==> src/shared/redsw_consts.svh <==
// constants for the bus master redundancy switch
// assumes a 20 MHz system clock and a millisecond tick derived from it
`ifndef REDSW_CONSTS_SVH
`define REDSW_CONSTS_SVH

// clock rate and millisecond tick period
`define RS_CLK_MHZ 20
`define RS_TICK_US 1000
`define RS_TICK_W 15
`define RS_MS_W 16

// supervision times in milliseconds
`define RS_BUS_MIN_MS 16'h000a
`define RS_APP_STEP_MS 16'h000a
`define RS_APP_DEF_MS 16'h00c8
`define RS_MS_SAT 16'hffff

// station address switch
`define RS_ADDR_W 7
`define RS_ADDR_MAX 7'h63

// trigger mode codes
`define RS_TRIG_PROTO 2'h0
`define RS_TRIG_APP 2'h1
`define RS_TRIG_NET 2'h2

// output image byte 0 bit positions
`define RS_CMD_TO_A 0
`define RS_CMD_TO_B 1

// input image byte 0 bit positions
`define RS_ST_RUN 0
`define RS_ST_POS 1
`define RS_ST_ALIVE_A 2
`define RS_ST_ALIVE_B 3
`define RS_ST_RSVD 4'h0

`endif

==> src/shared/redsw_pkg.sv <==
// state types of the redundancy switch modules
// assumes redsw_consts.svh on the include path
`include "redsw_consts.svh"

package redsw_pkg;

  typedef enum logic {PH_INIT, PH_RUN} phase_t;

  typedef struct packed {
    logic [7:0] s1;
    logic [7:0] s2;
  } sync_state_t;

  typedef struct packed {
    logic seen;
    logic [1:0] prev_cmd;
    logic [7:0] prev_alive;
    logic armed;
    logic bus_seen;
    logic [`RS_MS_W-1:0] bus_cnt;
    logic [`RS_MS_W-1:0] app_cnt;
    logic to_a;
    logic to_b;
    logic [7:0] echo;
  } sup_state_t;

  typedef struct packed {
    phase_t phase;
    logic sel_b;
    logic [`RS_TICK_W-1:0] tick_cnt;
    logic tick;
    logic [`RS_ADDR_W-1:0] addr;
    logic addr_ok;
    logic [7:0] state_a;
    logic [7:0] state_b;
    logic [7:0] echo_a;
    logic [7:0] echo_b;
  } top_state_t;

endpackage : redsw_pkg
==> src/core/master_supervisor.sv <==
// per-master supervision: command edges, alive counter, bus traffic timer
// assumes image, traffic and telegram strobes from logic on the same clock
`timescale 1ns/10ps
`default_nettype none
`include "redsw_consts.svh"

module master_supervisor (
  input wire logic clk,
  input wire logic rst,
  input wire logic tick,
  input wire logic img_valid,
  input wire logic [7:0] img_cmd,
  input wire logic [7:0] img_alive,
  input wire logic bus_act,
  input wire logic alive_tel,
  input wire logic [1:0] trig_mode,
  input wire logic [`RS_MS_W-1:0] bus_lim,
  input wire logic [`RS_MS_W-1:0] app_lim,
  output logic to_a,
  output logic to_b,
  output logic alive,
  output logic failed,
  output logic [7:0] echo
);

  redsw_pkg::sup_state_t q;
  redsw_pkg::sup_state_t d;
  logic bus_ok;
  logic app_ok;

  always_comb begin
    d = q;
    d.to_a = 1'b0;
    d.to_b = 1'b0;
    // millisecond timers, saturating
    if (tick && q.bus_cnt != `RS_MS_SAT) begin
      d.bus_cnt = q.bus_cnt + 16'h0001;
    end
    if (tick && q.armed && q.app_cnt != `RS_MS_SAT) begin
      d.app_cnt = q.app_cnt + 16'h0001;
    end
    if (bus_act) begin
      d.bus_seen = 1'b1;
      d.bus_cnt = '0;
    end
    if (img_valid) begin
      d.seen = 1'b1;
      d.to_a = img_cmd[`RS_CMD_TO_A] && !q.prev_cmd[`RS_CMD_TO_A];
      d.to_b = img_cmd[`RS_CMD_TO_B] && !q.prev_cmd[`RS_CMD_TO_B];
      d.prev_cmd = img_cmd[1:0];
      d.prev_alive = img_alive;
      d.echo = img_alive;
      if (trig_mode == `RS_TRIG_APP && q.seen && img_alive != q.prev_alive) begin
        d.armed = 1'b1;
        d.app_cnt = '0;
      end
    end
    if (trig_mode == `RS_TRIG_NET && alive_tel) begin
      d.armed = 1'b1;
      d.app_cnt = '0;
    end
  end

  always_ff @(posedge clk or posedge rst) begin
    if (rst) begin
      q <= '0;
    end else begin
      q <= d;
    end
  end

  always_comb begin
    bus_ok = q.bus_seen && q.bus_cnt < bus_lim;
    app_ok = q.armed && q.app_cnt < app_lim;
    unique case (trig_mode)
      `RS_TRIG_PROTO: alive = bus_ok;
      `RS_TRIG_APP: alive = bus_ok && app_ok;
      `RS_TRIG_NET: alive = app_ok;
      default: alive = bus_ok;
    endcase
    failed = (q.bus_seen && !bus_ok) || (trig_mode != `RS_TRIG_PROTO && q.armed && !app_ok);
  end

  assign to_a = q.to_a;
  assign to_b = q.to_b;
  assign echo = q.echo;
endmodule : master_supervisor

`default_nettype wire

==> src/core/pin_sync.sv <==
// two-stage synchroniser for the address switch and mode pins
// assumes asynchronous pins, one system clock
`timescale 1ns/10ps
`default_nettype none

module pin_sync (
  input wire logic clk,
  input wire logic rst,
  input wire logic [7:0] pin_in,
  output logic [7:0] pin_out
);

  redsw_pkg::sync_state_t q;
  redsw_pkg::sync_state_t d;

  always_comb begin
    d = q;
    d.s1 = pin_in;
    d.s2 = q.s1;
  end

  always_ff @(posedge clk or posedge rst) begin
    if (rst) begin
      q <= '0;
    end else begin
      q <= d;
    end
  end

  assign pin_out = q.s2;

endmodule : pin_sync

`default_nettype wire

==> src/core/redundancy_switch.sv <==
// bus master redundancy switch: routes one segment to master A or B
// assumes image strobes from the slave protocol engine on the same clock,
// address switch and mode switch as asynchronous pins
//
// Behaviour
// - protocol mode start: first connected master wins
// - one station address 0-99 for both
// - automatic switch-over only in automatic mode
// - automatic switch-over only to alive standby
// - bus loss: half watchdog, at least 10 ms
// - stalled alive counter switches after application timeout
// - both masters failed: keep position
// - application timeout in 10 ms steps, default 200
// - application mode start: first alive master wins
// - output image: commands, alive counter, reserved bytes
// - rising bit 0 selects A, bit 1 B
// - manual commands obeyed in both modes; a command to A wins over one to B in the same cycle
// - alive supervision armed by first counter change in application mode, by an alive telegram in network mode
// - input image: state bits, echo, reserved bytes
// - state bits: run, position, alive A, alive B
// - echo alive counter of each valid image, two cycles later
// - network mode start: first alive telegram wins
`timescale 1ns/10ps
`default_nettype none
`include "redsw_consts.svh"

module redundancy_switch #(
  parameter int unsigned TICK_CYCLES = `RS_TICK_US * `RS_CLK_MHZ
) (
  input wire logic CLK_SYS,
  input wire logic RST,
  input wire logic OUT_VALID_A,
  input wire logic [7:0] OUT_CMD_A,
  input wire logic [7:0] OUT_ALIVE_A,
  input wire logic OUT_VALID_B,
  input wire logic [7:0] OUT_CMD_B,
  input wire logic [7:0] OUT_ALIVE_B,
  input wire logic BUS_ACT_A,
  input wire logic BUS_ACT_B,
  input wire logic ALIVE_TEL_A,
  input wire logic ALIVE_TEL_B,
  input wire logic [1:0] TRIG_MODE,
  input wire logic [7:0] APP_TIMEOUT_STEPS,
  input wire logic [15:0] WATCHDOG_MS,
  input wire logic [`RS_ADDR_W-1:0] ADDR_SWITCH,
  input wire logic MODE_AUTO,
  output logic SEL_B,
  output logic [`RS_ADDR_W-1:0] STATION_ADDR,
  output logic ADDR_VALID,
  output logic [7:0] IN_STATE_A,
  output logic [7:0] IN_ECHO_A,
  output logic [7:0] IN_STATE_B,
  output logic [7:0] IN_ECHO_B
);

  redsw_pkg::top_state_t q;
  redsw_pkg::top_state_t d;

  logic [7:0] pins_s;
  logic [`RS_ADDR_W-1:0] addr_s;
  logic auto_s;
  logic [`RS_MS_W-1:0] wd_half;
  logic [`RS_MS_W-1:0] bus_lim;
  logic [`RS_MS_W-1:0] app_lim;
  logic [1:0] valid_v;
  logic [1:0] bus_v;
  logic [1:0] tel_v;
  logic [7:0] cmd_v [2];
  logic [7:0] alv_v [2];
  logic [1:0] to_a_v;
  logic [1:0] to_b_v;
  logic [1:0] alive_v;
  logic [1:0] failed_v;
  logic [7:0] echo_v [2];
  logic man_a;
  logic man_b;
  logic act_fail;
  logic other_alive;
  logic auto_go;

  pin_sync u_pins (
    .clk(CLK_SYS),
    .rst(RST),
    .pin_in({MODE_AUTO, ADDR_SWITCH}),
    .pin_out(pins_s)
  );

  assign addr_s = pins_s[`RS_ADDR_W-1:0];
  assign auto_s = pins_s[`RS_ADDR_W];

  // supervision limits in milliseconds
  always_comb begin
    wd_half = WATCHDOG_MS >> 1;
    bus_lim = (wd_half < `RS_BUS_MIN_MS) ? `RS_BUS_MIN_MS : wd_half;
    if (APP_TIMEOUT_STEPS == 8'h00) begin
      app_lim = `RS_APP_DEF_MS;
    end else begin
      app_lim = 16'({8'h00, APP_TIMEOUT_STEPS} * `RS_APP_STEP_MS);
    end
  end

  // only bytes 0 and 1 of each output image are carried; the rest is reserved
  assign valid_v = {OUT_VALID_B, OUT_VALID_A};
  assign bus_v = {BUS_ACT_B, BUS_ACT_A};
  assign tel_v = {ALIVE_TEL_B, ALIVE_TEL_A};
  assign cmd_v[0] = OUT_CMD_A;
  assign cmd_v[1] = OUT_CMD_B;
  assign alv_v[0] = OUT_ALIVE_A;
  assign alv_v[1] = OUT_ALIVE_B;

  // one supervisor per master
  for (genvar i = 0; i < 2; i++) begin : g_master
    master_supervisor u_sup (
      .clk(CLK_SYS),
      .rst(RST),
      .tick(q.tick),
      .img_valid(valid_v[i]),
      .img_cmd(cmd_v[i]),
      .img_alive(alv_v[i]),
      .bus_act(bus_v[i]),
      .alive_tel(tel_v[i]),
      .trig_mode(TRIG_MODE),
      .bus_lim(bus_lim),
      .app_lim(app_lim),
      .to_a(to_a_v[i]),
      .to_b(to_b_v[i]),
      .alive(alive_v[i]),
      .failed(failed_v[i]),
      .echo(echo_v[i])
    );
  end

  always_comb begin
    man_a = |to_a_v;
    man_b = (|to_b_v) && !man_a;
    act_fail = q.sel_b ? failed_v[1] : failed_v[0];
    other_alive = q.sel_b ? alive_v[0] : alive_v[1];
    auto_go = auto_s && act_fail && other_alive;
  end

  always_comb begin
    d = q;
    // millisecond tick
    d.tick = 1'b0;
    if (q.tick_cnt == `RS_TICK_W'(TICK_CYCLES - 1)) begin
      d.tick_cnt = '0;
      d.tick = 1'b1;
    end else begin
      d.tick_cnt = q.tick_cnt + 1'b1;
    end
    // switch position
    unique case (q.phase)
      redsw_pkg::PH_INIT: begin
        if (man_a || man_b) begin
          d.sel_b = man_b;
          d.phase = redsw_pkg::PH_RUN;
        end else if (alive_v[0]) begin
          d.sel_b = 1'b0;
          d.phase = redsw_pkg::PH_RUN;
        end else if (alive_v[1]) begin
          d.sel_b = 1'b1;
          d.phase = redsw_pkg::PH_RUN;
        end
      end
      redsw_pkg::PH_RUN: begin
        if (man_a) begin
          d.sel_b = 1'b0;
        end else if (man_b) begin
          d.sel_b = 1'b1;
        end else if (auto_go) begin
          d.sel_b = !q.sel_b;
        end
      end
    endcase
    // station address, shared by both masters
    if (addr_s <= `RS_ADDR_MAX) begin
      d.addr = addr_s;
      d.addr_ok = 1'b1;
    end else begin
      d.addr_ok = 1'b0;
    end
    // input images
    d.state_a = '0;
    d.state_a[7:4] = `RS_ST_RSVD;
    d.state_a[`RS_ST_RUN] = 1'b1;
    d.state_a[`RS_ST_POS] = d.sel_b;
    d.state_a[`RS_ST_ALIVE_A] = alive_v[0];
    d.state_a[`RS_ST_ALIVE_B] = alive_v[1];
    d.state_b = d.state_a;
    d.echo_a = echo_v[0];
    d.echo_b = echo_v[1];
  end

  always_ff @(posedge CLK_SYS or posedge RST) begin
    if (RST) begin
      q <= '0;
    end else begin
      q <= d;
    end
  end

  assign SEL_B = q.sel_b;
  assign STATION_ADDR = q.addr;
  assign ADDR_VALID = q.addr_ok;
  assign IN_STATE_A = q.state_a;
  assign IN_STATE_B = q.state_b;
  assign IN_ECHO_A = q.echo_a;
  assign IN_ECHO_B = q.echo_b;
endmodule : redundancy_switch

`default_nettype wire

==> config.mk <==
export PLATFORM = sky130hd
export DESIGN_NAME = redundancy_switch
export DESIGN_NICKNAME = d
export VERILOG_FILES = /design/src/shared/redsw_pkg.sv /design/src/core/master_supervisor.sv /design/src/core/pin_sync.sv /design/src/core/redundancy_switch.sv
export VERILOG_INCLUDE_DIRS = /design/src /design/src/shared
export SDC_FILE = /design/constraint.sdc
export NUM_CORES = 1
export LEC_CHECK = 0
export BUFFER_PORTS_ARGS = -buffer_cell sky130_fd_sc_hd__buf_2
export CAP_MARGIN = 20
export CORE_ASPECT_RATIO = 0.8
export CORE_MARGIN = 5
export CORE_UTILIZATION = 45
export CTS_CLUSTER_DIAMETER = 100
export DETAILED_ROUTE_END_ITERATION = 7
export PLACE_DENSITY_LB_ADDON = 0.3
export SYNTH_ARGS = -nofsm -noshare
export SYNTH_HDL_FRONTEND = slang
export SYNTH_HIERARCHICAL = 1
export SYNTH_SLANG_ARGS = --single-unit
==> constraint.sdc <==
create_clock -name CLK_SYS -period 7.6 [get_ports CLK_SYS]
set_clock_uncertainty 0.1 [all_clocks]
set_input_delay 0.38 -clock CLK_SYS [delete_from_list [all_inputs] [get_ports CLK_SYS]]
set_output_delay 0.38 -clock CLK_SYS [all_outputs]
set_load 0.02 [all_outputs]
# Yosys cells after proc, flatten, opt, wreduce, memory -nomap -nowiden
# Cells that the tools add are included.
# op_classes
addsub	5
multipliers	1
magnitude_cmp	6
eq_ne	9
n_mux	35
n_bitwise	1
n_reduce_logical	56
# ops
cell	n
two-way mux 16 bit	10
adder 16 x 1 -> 16 bit (second input constant)	4
inequality test 16 bit (second input constant)	4
two-way mux 26 bit	2
< comparator 16 x 12 -> 1 bit	2
< comparator 16 x 15 -> 1 bit	2
logical AND 1 bit	31
two-way mux 15 bit	2
inequality test 8 bit	2
adder 15 x 1 -> 15 bit (second input constant)	1
equality test 15 bit (second input constant)	1
< comparator 15 x 4 -> 1 bit (second input constant)	1
two-way mux 1 bit	14
nonzero test 2 bit	7
two-way mux 12 bit	1
multiplier 8 x 3 -> 11 bit (second input constant)	1
logical NOT 1 bit	10
logical NOT 8 bit	1
less-or-equal comparator 7 bit (second input constant)	1
two-way mux 2 bit	3
one-hot mux 1 bit (2 select lines)	3
AND reduction 2 bit	2
OR reduction 2 bit	2
logical OR 1 bit	3
3 further kinds	3
# totals
register_bits	156
input_bits	74
out_inout_bits	41
elab_cells	142

# Depth between registers and ports, before layout
# Gate-level depths: netlist (run 1).
# logic_depth
word_depth	14
mapped_depth	20
mapped_depth_nobuf	20

# Cells and area by module
# The synthesis (run 1) kept the hierarchy.
# modules_own_cells
mod	n_inst	cells_each	area_per_inst_um2	seq_area_each_um2
master_supervisor at g_master[1].u_sup	1	357	3293.2	1176.1
master_supervisor at g_master[0].u_sup	1	335	3191.8	1176.1
redundancy_switch	1	234	2404.8	1126.1
pin_sync	1	17	404.1	400.4

# Worst setup path after synthesis (run 1)
# No wires, ideal clock.
# synth_timing
kind	input -> register
startpoint	input APP_TIMEOUT_STEPS[1]
endpoint	register q, in the netlist IN_STATE_B[1]
arrival_time_ns	3.478
required_time_ns	7.401
setup_slack_ns	3.923
stages	18
n_path_buf	0
cell_sequence	ha_1 ha_1 inv_1 fa_1 nor2b_1 o31ai_1 a21oi_1 mux2_2 inv_1 ha_1 o21ai_0 o21ai_0 a22oi_1 nand3_1 a32o_1 a31oi_1 o21ai_0 a311oi_1
# synth_via
elab_chain_len	14
word_cells_on_any_way	28
# synth_lines
item	line	rtl
from (decl)	redundancy_switch.sv:43	input wire logic [7:0] APP_TIMEOUT_STEPS,
multiplier 8 x 3 -> 11 bit (no source line) / logical NOT 8 bit (equally long branches)	n/a	
two-way mux 12 bit (*)	redundancy_switch.sv:95	if (APP_TIMEOUT_STEPS == 8'h00) begin
via app_lim[10]	redundancy_switch.sv:64	logic [`RS_MS_W-1:0] app_lim;
< comparator 16 x 12 -> 1 bit (*)	master_supervisor.sv:74	app_ok = q.armed && q.app_cnt < app_lim;
logical AND 1 bit (*)	master_supervisor.sv:74	
logical NOT 1 bit (*)	master_supervisor.sv:81	failed = (q.bus_seen && !bus_ok) || (trig_mode != `RS_TRIG_PROTO && q.armed && !app_ok);
logical AND 1 bit (*)	master_supervisor.sv:81	
logical OR 1 bit (*)	master_supervisor.sv:81	
via failed_v[1]	redundancy_switch.sv:73	logic [1:0] failed_v;
two-way mux 1 bit (*)	redundancy_switch.sv:136	act_fail = q.sel_b ? failed_v[1] : failed_v[0];
logical AND 1 bit (*) (2 in series)	redundancy_switch.sv:138	auto_go = auto_s && act_fail && other_alive;
two-way mux 1 bit (*)	redundancy_switch.sv:170	end else if (auto_go) begin
two-way mux 1 bit (*)	redundancy_switch.sv:168	end else if (man_b) begin
two-way mux 1 bit (*)	redundancy_switch.sv:166	if (man_a) begin
one-hot mux 1 bit (2 select lines) (*)	redundancy_switch.sv:152	unique case (q.phase)
to (signal assigned)	redundancy_switch.sv:196	q <= '0;
to (signal assigned)	redundancy_switch.sv:198	q <= d;
to (decl)	redundancy_switch.sv:56	redsw_pkg::top_state_t q;
# Mark *: on every way through the listed nets, which the timed path passes. The rest lies on a longest branch.
# A chain may end at the register's enable or synchronous reset.

# Final worst setup path (run 1)
# layout_timing
startpoint	input APP_TIMEOUT_STEPS[1]
endpoint	register q, in the netlist IN_STATE_B[1]
# layout_via
word_cells_on_any_way	28
# layout_lines
item	line	rtl
multiplier 8 x 3 -> 11 bit (no source line) / logical NOT 8 bit (equally long branches)	n/a	
two-way mux 12 bit (*)	redundancy_switch.sv:95	
via app_lim[10]	redundancy_switch.sv:64	
< comparator 16 x 12 -> 1 bit (*)	master_supervisor.sv:74	
logical AND 1 bit (*)	master_supervisor.sv:74	
logical AND 1 bit	master_supervisor.sv:77	`RS_TRIG_APP: alive = bus_ok && app_ok;
one-hot mux 1 bit (2 select lines) (*)	master_supervisor.sv:75	unique case (trig_mode)
via alive_v[1]	redundancy_switch.sv:72	logic [1:0] alive_v;
two-way mux 1 bit	redundancy_switch.sv:137	other_alive = q.sel_b ? alive_v[0] : alive_v[1];
logical AND 1 bit	redundancy_switch.sv:138	
two-way mux 1 bit	redundancy_switch.sv:170	
two-way mux 1 bit	redundancy_switch.sv:168	
two-way mux 1 bit	redundancy_switch.sv:166	
one-hot mux 1 bit (2 select lines) (*)	redundancy_switch.sv:152	
# Marks and branches as above.

==> flow_summary.json, run 1 <==
{
  "globalRouteTotalUtil_pct": 17.1,
  "final_cell_mix": "155 x dfrtp_1, 93 x buf_2, 90 x nor2_1",
  "area_delta_synth_final_pct": 11.4,
  "pwr-share-clk_pct": 43.2,
  "insertion_delay_ns": 0.42,
  "grt_max_degree": 48,
  "port_buffers": 93,
  "drt-pass1-iter-count": 4,
  "die_h_um": 139,
  "synth_cells": 943,
  "antenna_found_initial": 0,
  "place_congestion": 0.806,
  "start_kind": "input port",
  "cts-resized-gates": 0,
  "pwr-share-seq_pct": 45.4,
  "synth.distinct_cells": 67,
  "fin_nets": 1162,
  "setup_tns_ns": 0,
  "min_period_ns": 3.88,
  "synth-main-ff-cell": "dfrtp_1",
  "netlist_area_um2": 9290,
  "total_leakage_power_nw": 4.97,
  "rows": 47,
  "status": "completed",
  "syn_area_per_cell_um2": 9.86,
  "hp-class": "input port to flop",
  "tightest_slew_ns": 0.769,
  "drive_gt1_share_pct": 18.2,
  "drc": 0,
  "post-dp-hpwl_um": 14200,
  "post-route-period-util_pct": 51.0,
  "report.final.slew_viol_count": 0,
  "synth_seq_area_share_pct": 41.7,
  "power.density_nw_per_um2": 186,
  "drtIter0Drc": 376,
  "cts_tree": "built",
  "io_pins": 115,
  "rsz0062_at_grt": "false",
  "async_flop_share_pct": 100,
  "wl_per_cell_um": 15.1,
  "clock_path_buffers": 2,
  "grt_pass1_wl_um": 33100,
  "max-slew-margin-rel_pct": 48.7,
  "coreArea_um2": 20500,
  "cts_inserted_buffers": 17,
  "clk_pin_slew_worst_paths_ns": 0.07,
  "die_w_um": 171,
  "crit_fanout": 4,
  "clock-sinks": 155,
  "cp_data_required_time_ns": 7.82,
  "root_buffer": "clkbuf_16",
  "grt_pass1_vias": 6526,
  "maxCapViolations": 0,
  "final-setup-viol-count": 0,
  "final_common_cell": "dfrtp_1",
  "cp.arrival_ns": 4.10,
  "grt-ovfl-total": 0,
  "criticalPathCategory": "input port to flop",
  "p_sw_mw": 0.517,
  "p_int_mw": 1.41,
  "yosys_warnings": 6,
  "hold_viol": 0,
  "yosys_register_bits": 155,
  "htreeDepth": 4,
  "initial_core_util_pct": 45.3,
  "synth_edf_count": 0,
  "fin_total_pwr_mw": 1.93,
  "pwr-share-comb_pct": 11.5,
  "vias": 6622,
  "ant_nets": 0,
  "netSwitchingFraction_pct": 26.8,
  "dieArea_um2": 23600,
  "routed_via_density": 5.15,
  "max_freq_mhz": 258,
  "wirelength_um": 19400,
  "endpoint_kind": "flop",
  "peakVddDrop_mv": 0.161
}
==> state kept, by name, summed over array words and instances (netlist names) <==
name and cells:
IN_STATE_B 4, u_pins/d 8, g_master.u_sup/q 74, u_pins/pin_out 8
ADDR_VALID 1, g_master.u_sup/to_a 2, g_master.u_sup/echo 16, STATION_ADDR 7
q 17, IN_ECHO_B 8, IN_ECHO_A 8, g_master.u_sup/to_b 2
==> final timing paths <==
path | start | to | slack, ns | cells after the start
min in group asynchronous | RST | IN_ECHO_A[6]$_DFF_PP0_ | 0.38 | 3
min reg2reg | u_pins/d[1]$_DFF_PP0_ | u_pins/pin_out[1]$_DFF_PP0_ | 0.25 | 0
max | APP_TIMEOUT_STEPS[1] | IN_STATE_B[1]$_DFFE_PP0P_ | 3.72 | 19
max reg2reg | g_master[1].u_sup/q[12]$_DFF_PP0_ | IN_STATE_B[1]$_DFFE_PP0P_ | 4.73 | 9
max in group asynchronous | RST | g_master[1].u_sup/q[34]$_DFFE_PP0P_ | 6.31 | 4
min | OUT_CMD_A[1] | g_master[0].u_sup/q[53]$_DFFE_PP0P_ | 0.11 | 2
==> through the flow <==
stage	cells	setup WS, ns	hold slack, ns	utilization, %	instance area (um2)
global placement	1243	3.37	0.231	47.0	9650
detailed placement	1243	3.31	0.236	47.0	9650
finish	1286	3.72	0.111	50.4	10400
floorplan	962	3.92	0.194	-	9370
CTS	1283	3.75	0.0891	50.2	10300
global route	1285	3.31	0.0957	50.4	10300
==> cell families (layout without fill, tap and decap cells) <==
family | Yosys count | after routing | share of synthesized area (%)
and+or+nand+nor | 320 | 320 | 18.9
adders and majority gates | 84 | 84 | 11.4
AOI/OAI and AO/OA | 106 | 106 | 7.71
xor gates and xnor gates | 81 | 81 | 7.63
other | 2 | 22 | 0.0808
DFF | 155 | 155 | 41.7
muxes | 29 | 29 | 3.47
buffers and inverters | 166 | 220 | 9.06
==> timing repair <==
| item | CTS | global route |
|---|---|---|
| setup endpoints to repair | 0 | 0 |
| endpoints found under the hold margin | 24 | 0 |
| buffers inserted | 0 | 0 |
| hold buffers | 9 | 0 |
==> metal layers <==
metal	track usage, %	routed length (um)	up-vias
li1	-	-	3303
met1	25.2	9690	3186
met2	25.8	8670	117
met3	3.56	765	16
met4	3.87	248	0
met5	0	0	-
==> cell usage after synthesis, types with 2 or more instances <==
library cell / instances / area, um2
nor3b_1: 5 / 37.5
clkbuf_1: 24 / 90.1
a31oi_1: 3 / 18.8
dfrtp_1: 155 / 3880
nor4_1: 16 / 100
o31a_1: 2 / 17.5
buf_4: 56 / 420
conb_1: 2 / 7.51
o2111ai_1: 5 / 43.8
mux2i_1: 3 / 30.0
nor2b_1: 3 / 18.8
and3b_1: 5 / 43.8
or2_2: 6 / 37.5
nand4_4: 2 / 42.5
nand2b_1: 10 / 62.6
o21ai_0: 28 / 140
nor4_4: 2 / 42.5
and4_2: 2 / 20.0
a21oi_1: 31 / 155
and3_2: 2 / 15.0
inv_1: 84 / 315
o21a_1: 4 / 30.0
nand3_1: 29 / 145
nor2_1: 90 / 338
and4_4: 2 / 22.5
and4_1: 12 / 105
nand3b_1: 2 / 15.0
and3_1: 9 / 56.3
ha_1: 83 / 1040
a211oi_1: 6 / 45.0
o21ai_1: 2 / 10.0
and2_1: 7 / 43.8
nor3b_2: 2 / 25.0
a2111oi_4: 2 / 55.1
xnor2_1: 58 / 508
nor3_1: 23 / 115
xor2_1: 23 / 201
nand4_1: 32 / 200
a211oi_2: 2 / 25.0
mux2_2: 26 / 293
nand2_1: 50 / 188
a21o_1: 8 / 60.1
==> area by class of cell <==
cell class              count  area, um2
well taps                 269        337
clock inverters            13        131
flip-flops and latches    155       3880
repair buffers            105        603
clock buffers              18        439
diodes                      1       2.50
fillers                  1817      10200
multi-input cells         641       4640
inverters                  84        315
==> critical path, stage by stage <==
cell and delay (ns):
buf_2 0.13, ha_1 0.28, ha_1 0.18, inv_1 0.06, fa_1 0.38, nor2b_1 0.20
o31ai_1 0.11, a21oi_1 0.16, mux2_2 0.39, inv_1 0.07, ha_1 0.13, nand4_1 0.08
nor3_1 0.28, o311ai_0 0.32, a41oi_1 0.29, o22ai_1 0.15, nor2_1 0.14, o21ai_0 0.11
a311oi_1 0.25
==> power groups by stage <==
| stage | sequential, mW | combinational [mW] | clock, mW |
|---|---|---|---|
| 4_1_cts | 0.874 | 0.221 | 0.853 |
| 2_1_floorplan | 0.886 | 0.182 | 0 |
| 3_3_place_gp | 0.888 | 0.212 | 0 |
| 6_report | 0.874 | 0.221 | 0.831 |
| 3_5_place_dp | 0.889 | 0.215 | 0 |
| 5_1_grt | 0.878 | 0.249 | 0.886 |
No activity file was read; power rests on OpenSTA's default activity.
==> run 2: changes to the inputs <==
==> constraint.sdc (replaced) <==
create_clock -name CLK_SYS -period 3.2 [get_ports CLK_SYS]
set_clock_uncertainty 0.1 [all_clocks]
set_input_delay 0.16 -clock CLK_SYS [delete_from_list [all_inputs] [get_ports CLK_SYS]]
set_output_delay 0.16 -clock CLK_SYS [all_outputs]
set_load 0.02 [all_outputs]
==> flow_summary.json, run 2 (synthesized netlist as in run 1, its figures left out) <==
{
  "fin_area_um2": 11100,
  "post-route-period-util_pct": 101,
  "clock-sinks": 155,
  "globalRouteTotalUtil_pct": 17.9,
  "cts_tree": "built",
  "regMostFlops": "g_master.u_sup/q",
  "crit_cells": 19,
  "slowest_stage": "fa_2",
  "final_common_cell": "dfrtp_1",
  "post-dp-hpwl_um": 14800,
  "dpl_cell_area_um2": 9910,
  "wl_per_cell_um": 15.5,
  "crit_chain": "buf_8 -> ha_4 -> ha_4 -> inv_2 -> fa_2 -> nor2b_4 -> o31ai_4 -> a21oi_2 -> mux2_4 -> inv_4 -> ha_4 -> o21ai_2 -> o21ai_2 -> a22oi_2 -> nand3_2 -> a32o_2 -> a31oi_2 -> o21ai_1 -> a311oi_1",
  "hold_viol": 0,
  "crit_buf_inv": 3,
  "place_congestion": 0.853,
  "max-slew-margin-rel_pct": 52.0,
  "die_w_um": 171,
  "die_h_um": 139,
  "crit_family": "compound AO/OA/AOI/OAI gates",
  "final_cell_mix": "155 x dfrtp_1, 90 x buf_2, 88 x nor2_1",
  "endpoint_kind": "flop",
  "vias": 6855,
  "status": "finished, violations left",
  "cp_common_cell": "ha_4",
  "port_buffers": 93,
  "power.density_nw_per_um2": 436,
  "insertion_delay_ns": 0.43,
  "dieArea_um2": 23600,
  "rsz0062_at_grt": "true",
  "maxCapViolations": 0,
  "hp-class": "input port to flop",
  "slowest_delay_ns": 0.38,
  "cts_inserted_buffers": 17,
  "tightest_slew_ns": 0.714,
  "root_buffer": "clkbuf_16",
  "final-setup-viol-count": 1,
  "grt-ovfl-total": 0,
  "coreArea_um2": 20500,
  "grt_pass1_vias": 6909,
  "cp_data_required_time_ns": 3.43,
  "drive_gt1_share_pct": 23.5,
  "fillers": 1822,
  "max_freq_mhz": 309,
  "drtIter0Drc": 331,
  "rows": 47,
  "io_pins": 115,
  "globalRoute.busiestLayer": "met2",
  "setup_slack_ns": -0.0314,
  "ant_nets": 0,
  "drt-pass1-iter-count": 5,
  "routed_via_density": 5.12,
  "reg2reg_depth": 9,
  "start_kind": "input port",
  "wirelength_um": 20700,
  "fin_nets": 1214,
  "criticalPathCategory": "input port to flop",
  "grt_max_degree": 48,
  "total_leakage_power_nw": 5.29,
  "seq_area_um2": 3880,
  "hold_depth": 2,
  "clk_pin_slew_worst_paths_ns": 0.07,
  "htreeDepth": 4,
  "min_period_ns": 3.23,
  "reg2reg_slack_ns": 0.57,
  "area_delta_synth_final_pct": 19.3,
  "grt.met1_usage_pct": 24.5,
  "cp.arrival_ns": 3.46,
  "crit_fanout": 3,
  "antenna_found_initial": 1,
  "largest_reg_flops": 74,
  "violations": "negative setup slack",
  "peakVddDrop_mv": 0.314,
  "initial_core_util_pct": 45.3,
  "met3_usage_pct": 3.22,
  "drc": 0,
  "met2_usage_pct": 29.6,
  "fin_total_pwr_mw": 4.84,
  "clock_path_buffers": 2,
  "multi_input_area_um2": 4870,
  "whs_ns": 0.0107,
  "report.final.slew_viol_count": 0,
  "grt_pass1_wl_um": 34700
}
==> run 2: cell types whose count changed in the layout (fill, tap and decap cells not counted), sizes merged <==
cell	before	now
bufinv	1	3
clkinvlp	4	0
dlygate4sd3	9	30
clkbuf	18	17
inv	90	91
buf	96	127
clkinv	2	4
==> run 2: worst paths after layout <==
kind / endpoint / start
min: g_master[1].u_sup/q[31]$_DFFE_PP0P_ / BUS_ACT_B
min reg2reg: u_pins/pin_out[1]$_DFF_PP0_ / u_pins/d[1]$_DFF_PP0_
max in group asynchronous: g_master[1].u_sup/q[20]$_DFF_PP0_ / RST
max: IN_STATE_B[1]$_DFFE_PP0P_ / APP_TIMEOUT_STEPS[3]
min in group asynchronous: g_master[0].u_sup/echo[3]$_DFFE_PP0P_ / RST
max reg2reg: IN_STATE_B[1]$_DFFE_PP0P_ / g_master[1].u_sup/q[12]$_DFF_PP0_
==> run 2: layer usage <==
metal	wire length (um)	vias up
li1	-	3404
met1	9790	3308
met2	9840	115
met3	732	28
met4	368	0
met5	0	-
==> run 2: worst reg2reg max path: cells and delay by family, from the launching register on <==
kind            cells  cell delay, ns
flops               1            0.46
simple gates        2            0.24
compound gates      6            1.40
fa+ha+maj           1            0.34
==> run 2: area by class of cell <==
type | instances | area share (%)
Sequential cell | 155 | 35.0
Clock buffer | 17 | 3.84
Tap cell | 269 | 3.04
Timing Repair Buffer | 157 | 9.64
Antenna cell | 1 | 0.0226
Multi-Input combinational cell | 641 | 44.0
Clock inverter | 14 | 1.65
Inverter | 84 | 2.89
==> run 2: repair_timing <==
action                     4_1_cts  5_1_grt
setup endpoints to repair        3        3
gates resized for setup         18       29
buffers inserted                 1        2
pin swaps                       19       26
hold endpoints to repair       164        0
hold buffers                    30        0
==> run 2: through the flow <==
stage	utilization [%]	setup TNS (ns)	std cells	setup WS, ns
floorplan	-	-0.131	962	-0.131
global placement	48.3	-1.55	1271	-0.556
detailed placement	48.3	-2.00	1271	-0.675
CTS	53.2	0	1333	0.0000606
global route	54.0	-0.216	1338	-0.188
finish	54.0	-0.0314	1338	-0.0314
==> run 2: report_power, final <==
group	total [mW]	switching, mW	internal, mW
Combinational	0.654	0.358	0.296
Clock	2.11	0.862	1.24
Sequential	2.08	0.0442	2.03
==> run 3: changes to the inputs <==
--- a/config.mk
+++ b/config.mk
@@ -18,3 +18,4 @@
 export SYNTH_HDL_FRONTEND = slang
 export SYNTH_HIERARCHICAL = 1
 export SYNTH_SLANG_ARGS = --single-unit
+export TNS_END_PERCENT = 100
==> constraint.sdc (replaced) <==
create_clock -name CLK_SYS -period 3.8 [get_ports CLK_SYS]
set_clock_uncertainty 0.1 [all_clocks]
set_input_delay 0.19 -clock CLK_SYS [delete_from_list [all_inputs] [get_ports CLK_SYS]]
set_output_delay 0.19 -clock CLK_SYS [all_outputs]
set_load 0.02 [all_outputs]
==> flow_summary.json, run 3 (synthesized netlist as in run 1, its figures left out) <==
{
  "port_buffers": 93,
  "crit_cells": 19,
  "reg2reg_slack_ns": 1.09,
  "final_common_cell": "dfrtp_1",
  "drt-pass1-iter-count": 4,
  "io_pins": 115,
  "min_period_ns": 3.50,
  "crit_chain": "buf_2 -> ha_1 -> ha_1 -> inv_1 -> fa_1 -> nor2b_2 -> o31ai_1 -> a21oi_1 -> mux2_2 -> inv_1 -> ha_1 -> o21ai_1 -> o21ai_0 -> a22oi_1 -> nand3_1 -> a32o_1 -> a31oi_1 -> o21ai_0 -> a311oi_1",
  "start_kind": "input port",
  "crit_family": "compound AO/OA/AOI/OAI gates",
  "dpl_cell_area_um2": 9750,
  "cts_tree": "built",
  "hp-class": "input port to flop",
  "die_w_um": 171,
  "root_buffer": "clkbuf_16",
  "wl_per_cell_um": 14.7,
  "regMostFlops": "g_master.u_sup/q",
  "die_h_um": 139,
  "rows": 47,
  "diodes": 0,
  "drive_gt1_share_pct": 19.6,
  "cts_inserted_buffers": 17,
  "place_congestion": 0.806,
  "clk_pin_slew_worst_paths_ns": 0.07,
  "initial_core_util_pct": 45.3,
  "final-setup-viol-count": 0,
  "drc": 0,
  "reg2reg_depth": 10,
  "area_delta_synth_final_pct": 15.5,
  "status": "completed",
  "tightest_slew_ns": 0.715,
  "cp_common_cell": "ha_1",
  "total_leakage_power_nw": 5.17,
  "routed_via_density": 5.04,
  "cp_data_required_time_ns": 4.02,
  "antenna_found_initial": 0,
  "clock_path_buffers": 2,
  "dieArea_um2": 23600,
  "finish.utilization_pct": 52.3,
  "wirelength_um": 19500,
  "report.final.slew_viol_count": 0,
  "ant_nets": 0,
  "hold_viol": 0,
  "post-dp-hpwl_um": 14400,
  "grt_max_degree": 48,
  "criticalPathCategory": "input port to flop",
  "cp.arrival_ns": 3.72,
  "clock-sinks": 155,
  "maxCapViolations": 0,
  "fin_total_pwr_mw": 3.96,
  "post-route-period-util_pct": 92.1,
  "slowest_delay_ns": 0.39,
  "max-slew-margin-rel_pct": 52.3,
  "peakVddDrop_mv": 0.283,
  "crit_buf_inv": 3,
  "largest_reg_flops": 74,
  "grt-ovfl-total": 0,
  "coreArea_um2": 20500,
  "fin_area_um2": 10700,
  "fillers": 1815,
  "hold_depth": 2,
  "htreeDepth": 4,
  "insertion_delay_ns": 0.42,
  "slowest_stage": "fa_1",
  "endpoint_kind": "flop",
  "fin_nets": 1198,
  "power.density_nw_per_um2": 369,
  "vias": 6661,
  "globalRouteTotalUtil_pct": 17.1,
  "crit_fanout": 3,
  "grt_pass1_vias": 6590,
  "drtIter0Drc": 412,
  "grt_pass1_wl_um": 33100,
  "rsz0062_at_grt": "false",
  "final_cell_mix": "155 x dfrtp_1, 93 x buf_2, 90 x nor2_1",
  "max_freq_mhz": 286
}
==> run 3: stage by stage <==
stage / std cells / worst slack, ns / setup TNS, ns / hold slack (ns)
floorplan: 962 / 0.313 / 0 / 0.00374
global route: 1322 / 0.00448 / 0 / 0.0486
CTS: 1319 / 0.254 / 0 / 0.0294
finish: 1322 / 0.301 / 0 / 0.0430
detailed placement: 1257 / -0.187 / -0.187 / 0.200
global placement: 1257 / -0.0900 / -0.0900 / 0.198
==> run 3: routing by layer <==
metal | global-route usage, % | up-vias | share of wire, %
li1 | - | 3371 | -
met1 | 24.5 | 3177 | 49
met2 | 26.7 | 105 | 46
met3 | 3.93 | 8 | 4.3
met4 | 3.74 | 0 | 0.65
met5 | 0 | - | 0
==> run 3: cell type report <==
class	count	area (um2)	area share (%)
inverter	84	315	2.94
sequential	155	3880	36.1
multi-input combinational	641	4670	43.5
timing repair buffer	141	926	8.62
tap	269	337	3.13
clock inverter	14	174	1.62
clock buffer	18	439	4.09
==> run 3: what timing repair did <==
| action | 4_1_cts | 5_1_grt |
|---|---|---|
| endpoints found under the setup margin | 0 | 1 |
| hold endpoints to repair | 162 | 0 |
| setup buffers | 0 | 1 |
| hold buffers | 30 | 0 |
| gates resized for setup | 0 | 7 |
==> run 3: report_power, final <==
part	switching, mW	internal [mW]
Clock	0.772	0.961
Combinational	0.276	0.206
Sequential	0.0357	1.71
Total	1.08	2.88
==> run 3: final timing paths <==
kind / from / end
max: APP_TIMEOUT_STEPS[3] / IN_STATE_B[1]$_DFFE_PP0P_
min: BUS_ACT_A / g_master[0].u_sup/q[34]$_DFFE_PP0P_
max reg2reg: g_master[0].u_sup/q[12]$_DFF_PP0_ / IN_STATE_B[1]$_DFFE_PP0P_
min reg2reg: u_pins/d[1]$_DFF_PP0_ / u_pins/pin_out[1]$_DFF_PP0_
max in group asynchronous: RST / g_master[1].u_sup/q[35]$_DFFE_PP0P_
min in group asynchronous: RST / IN_ECHO_A[1]$_DFF_PP0_
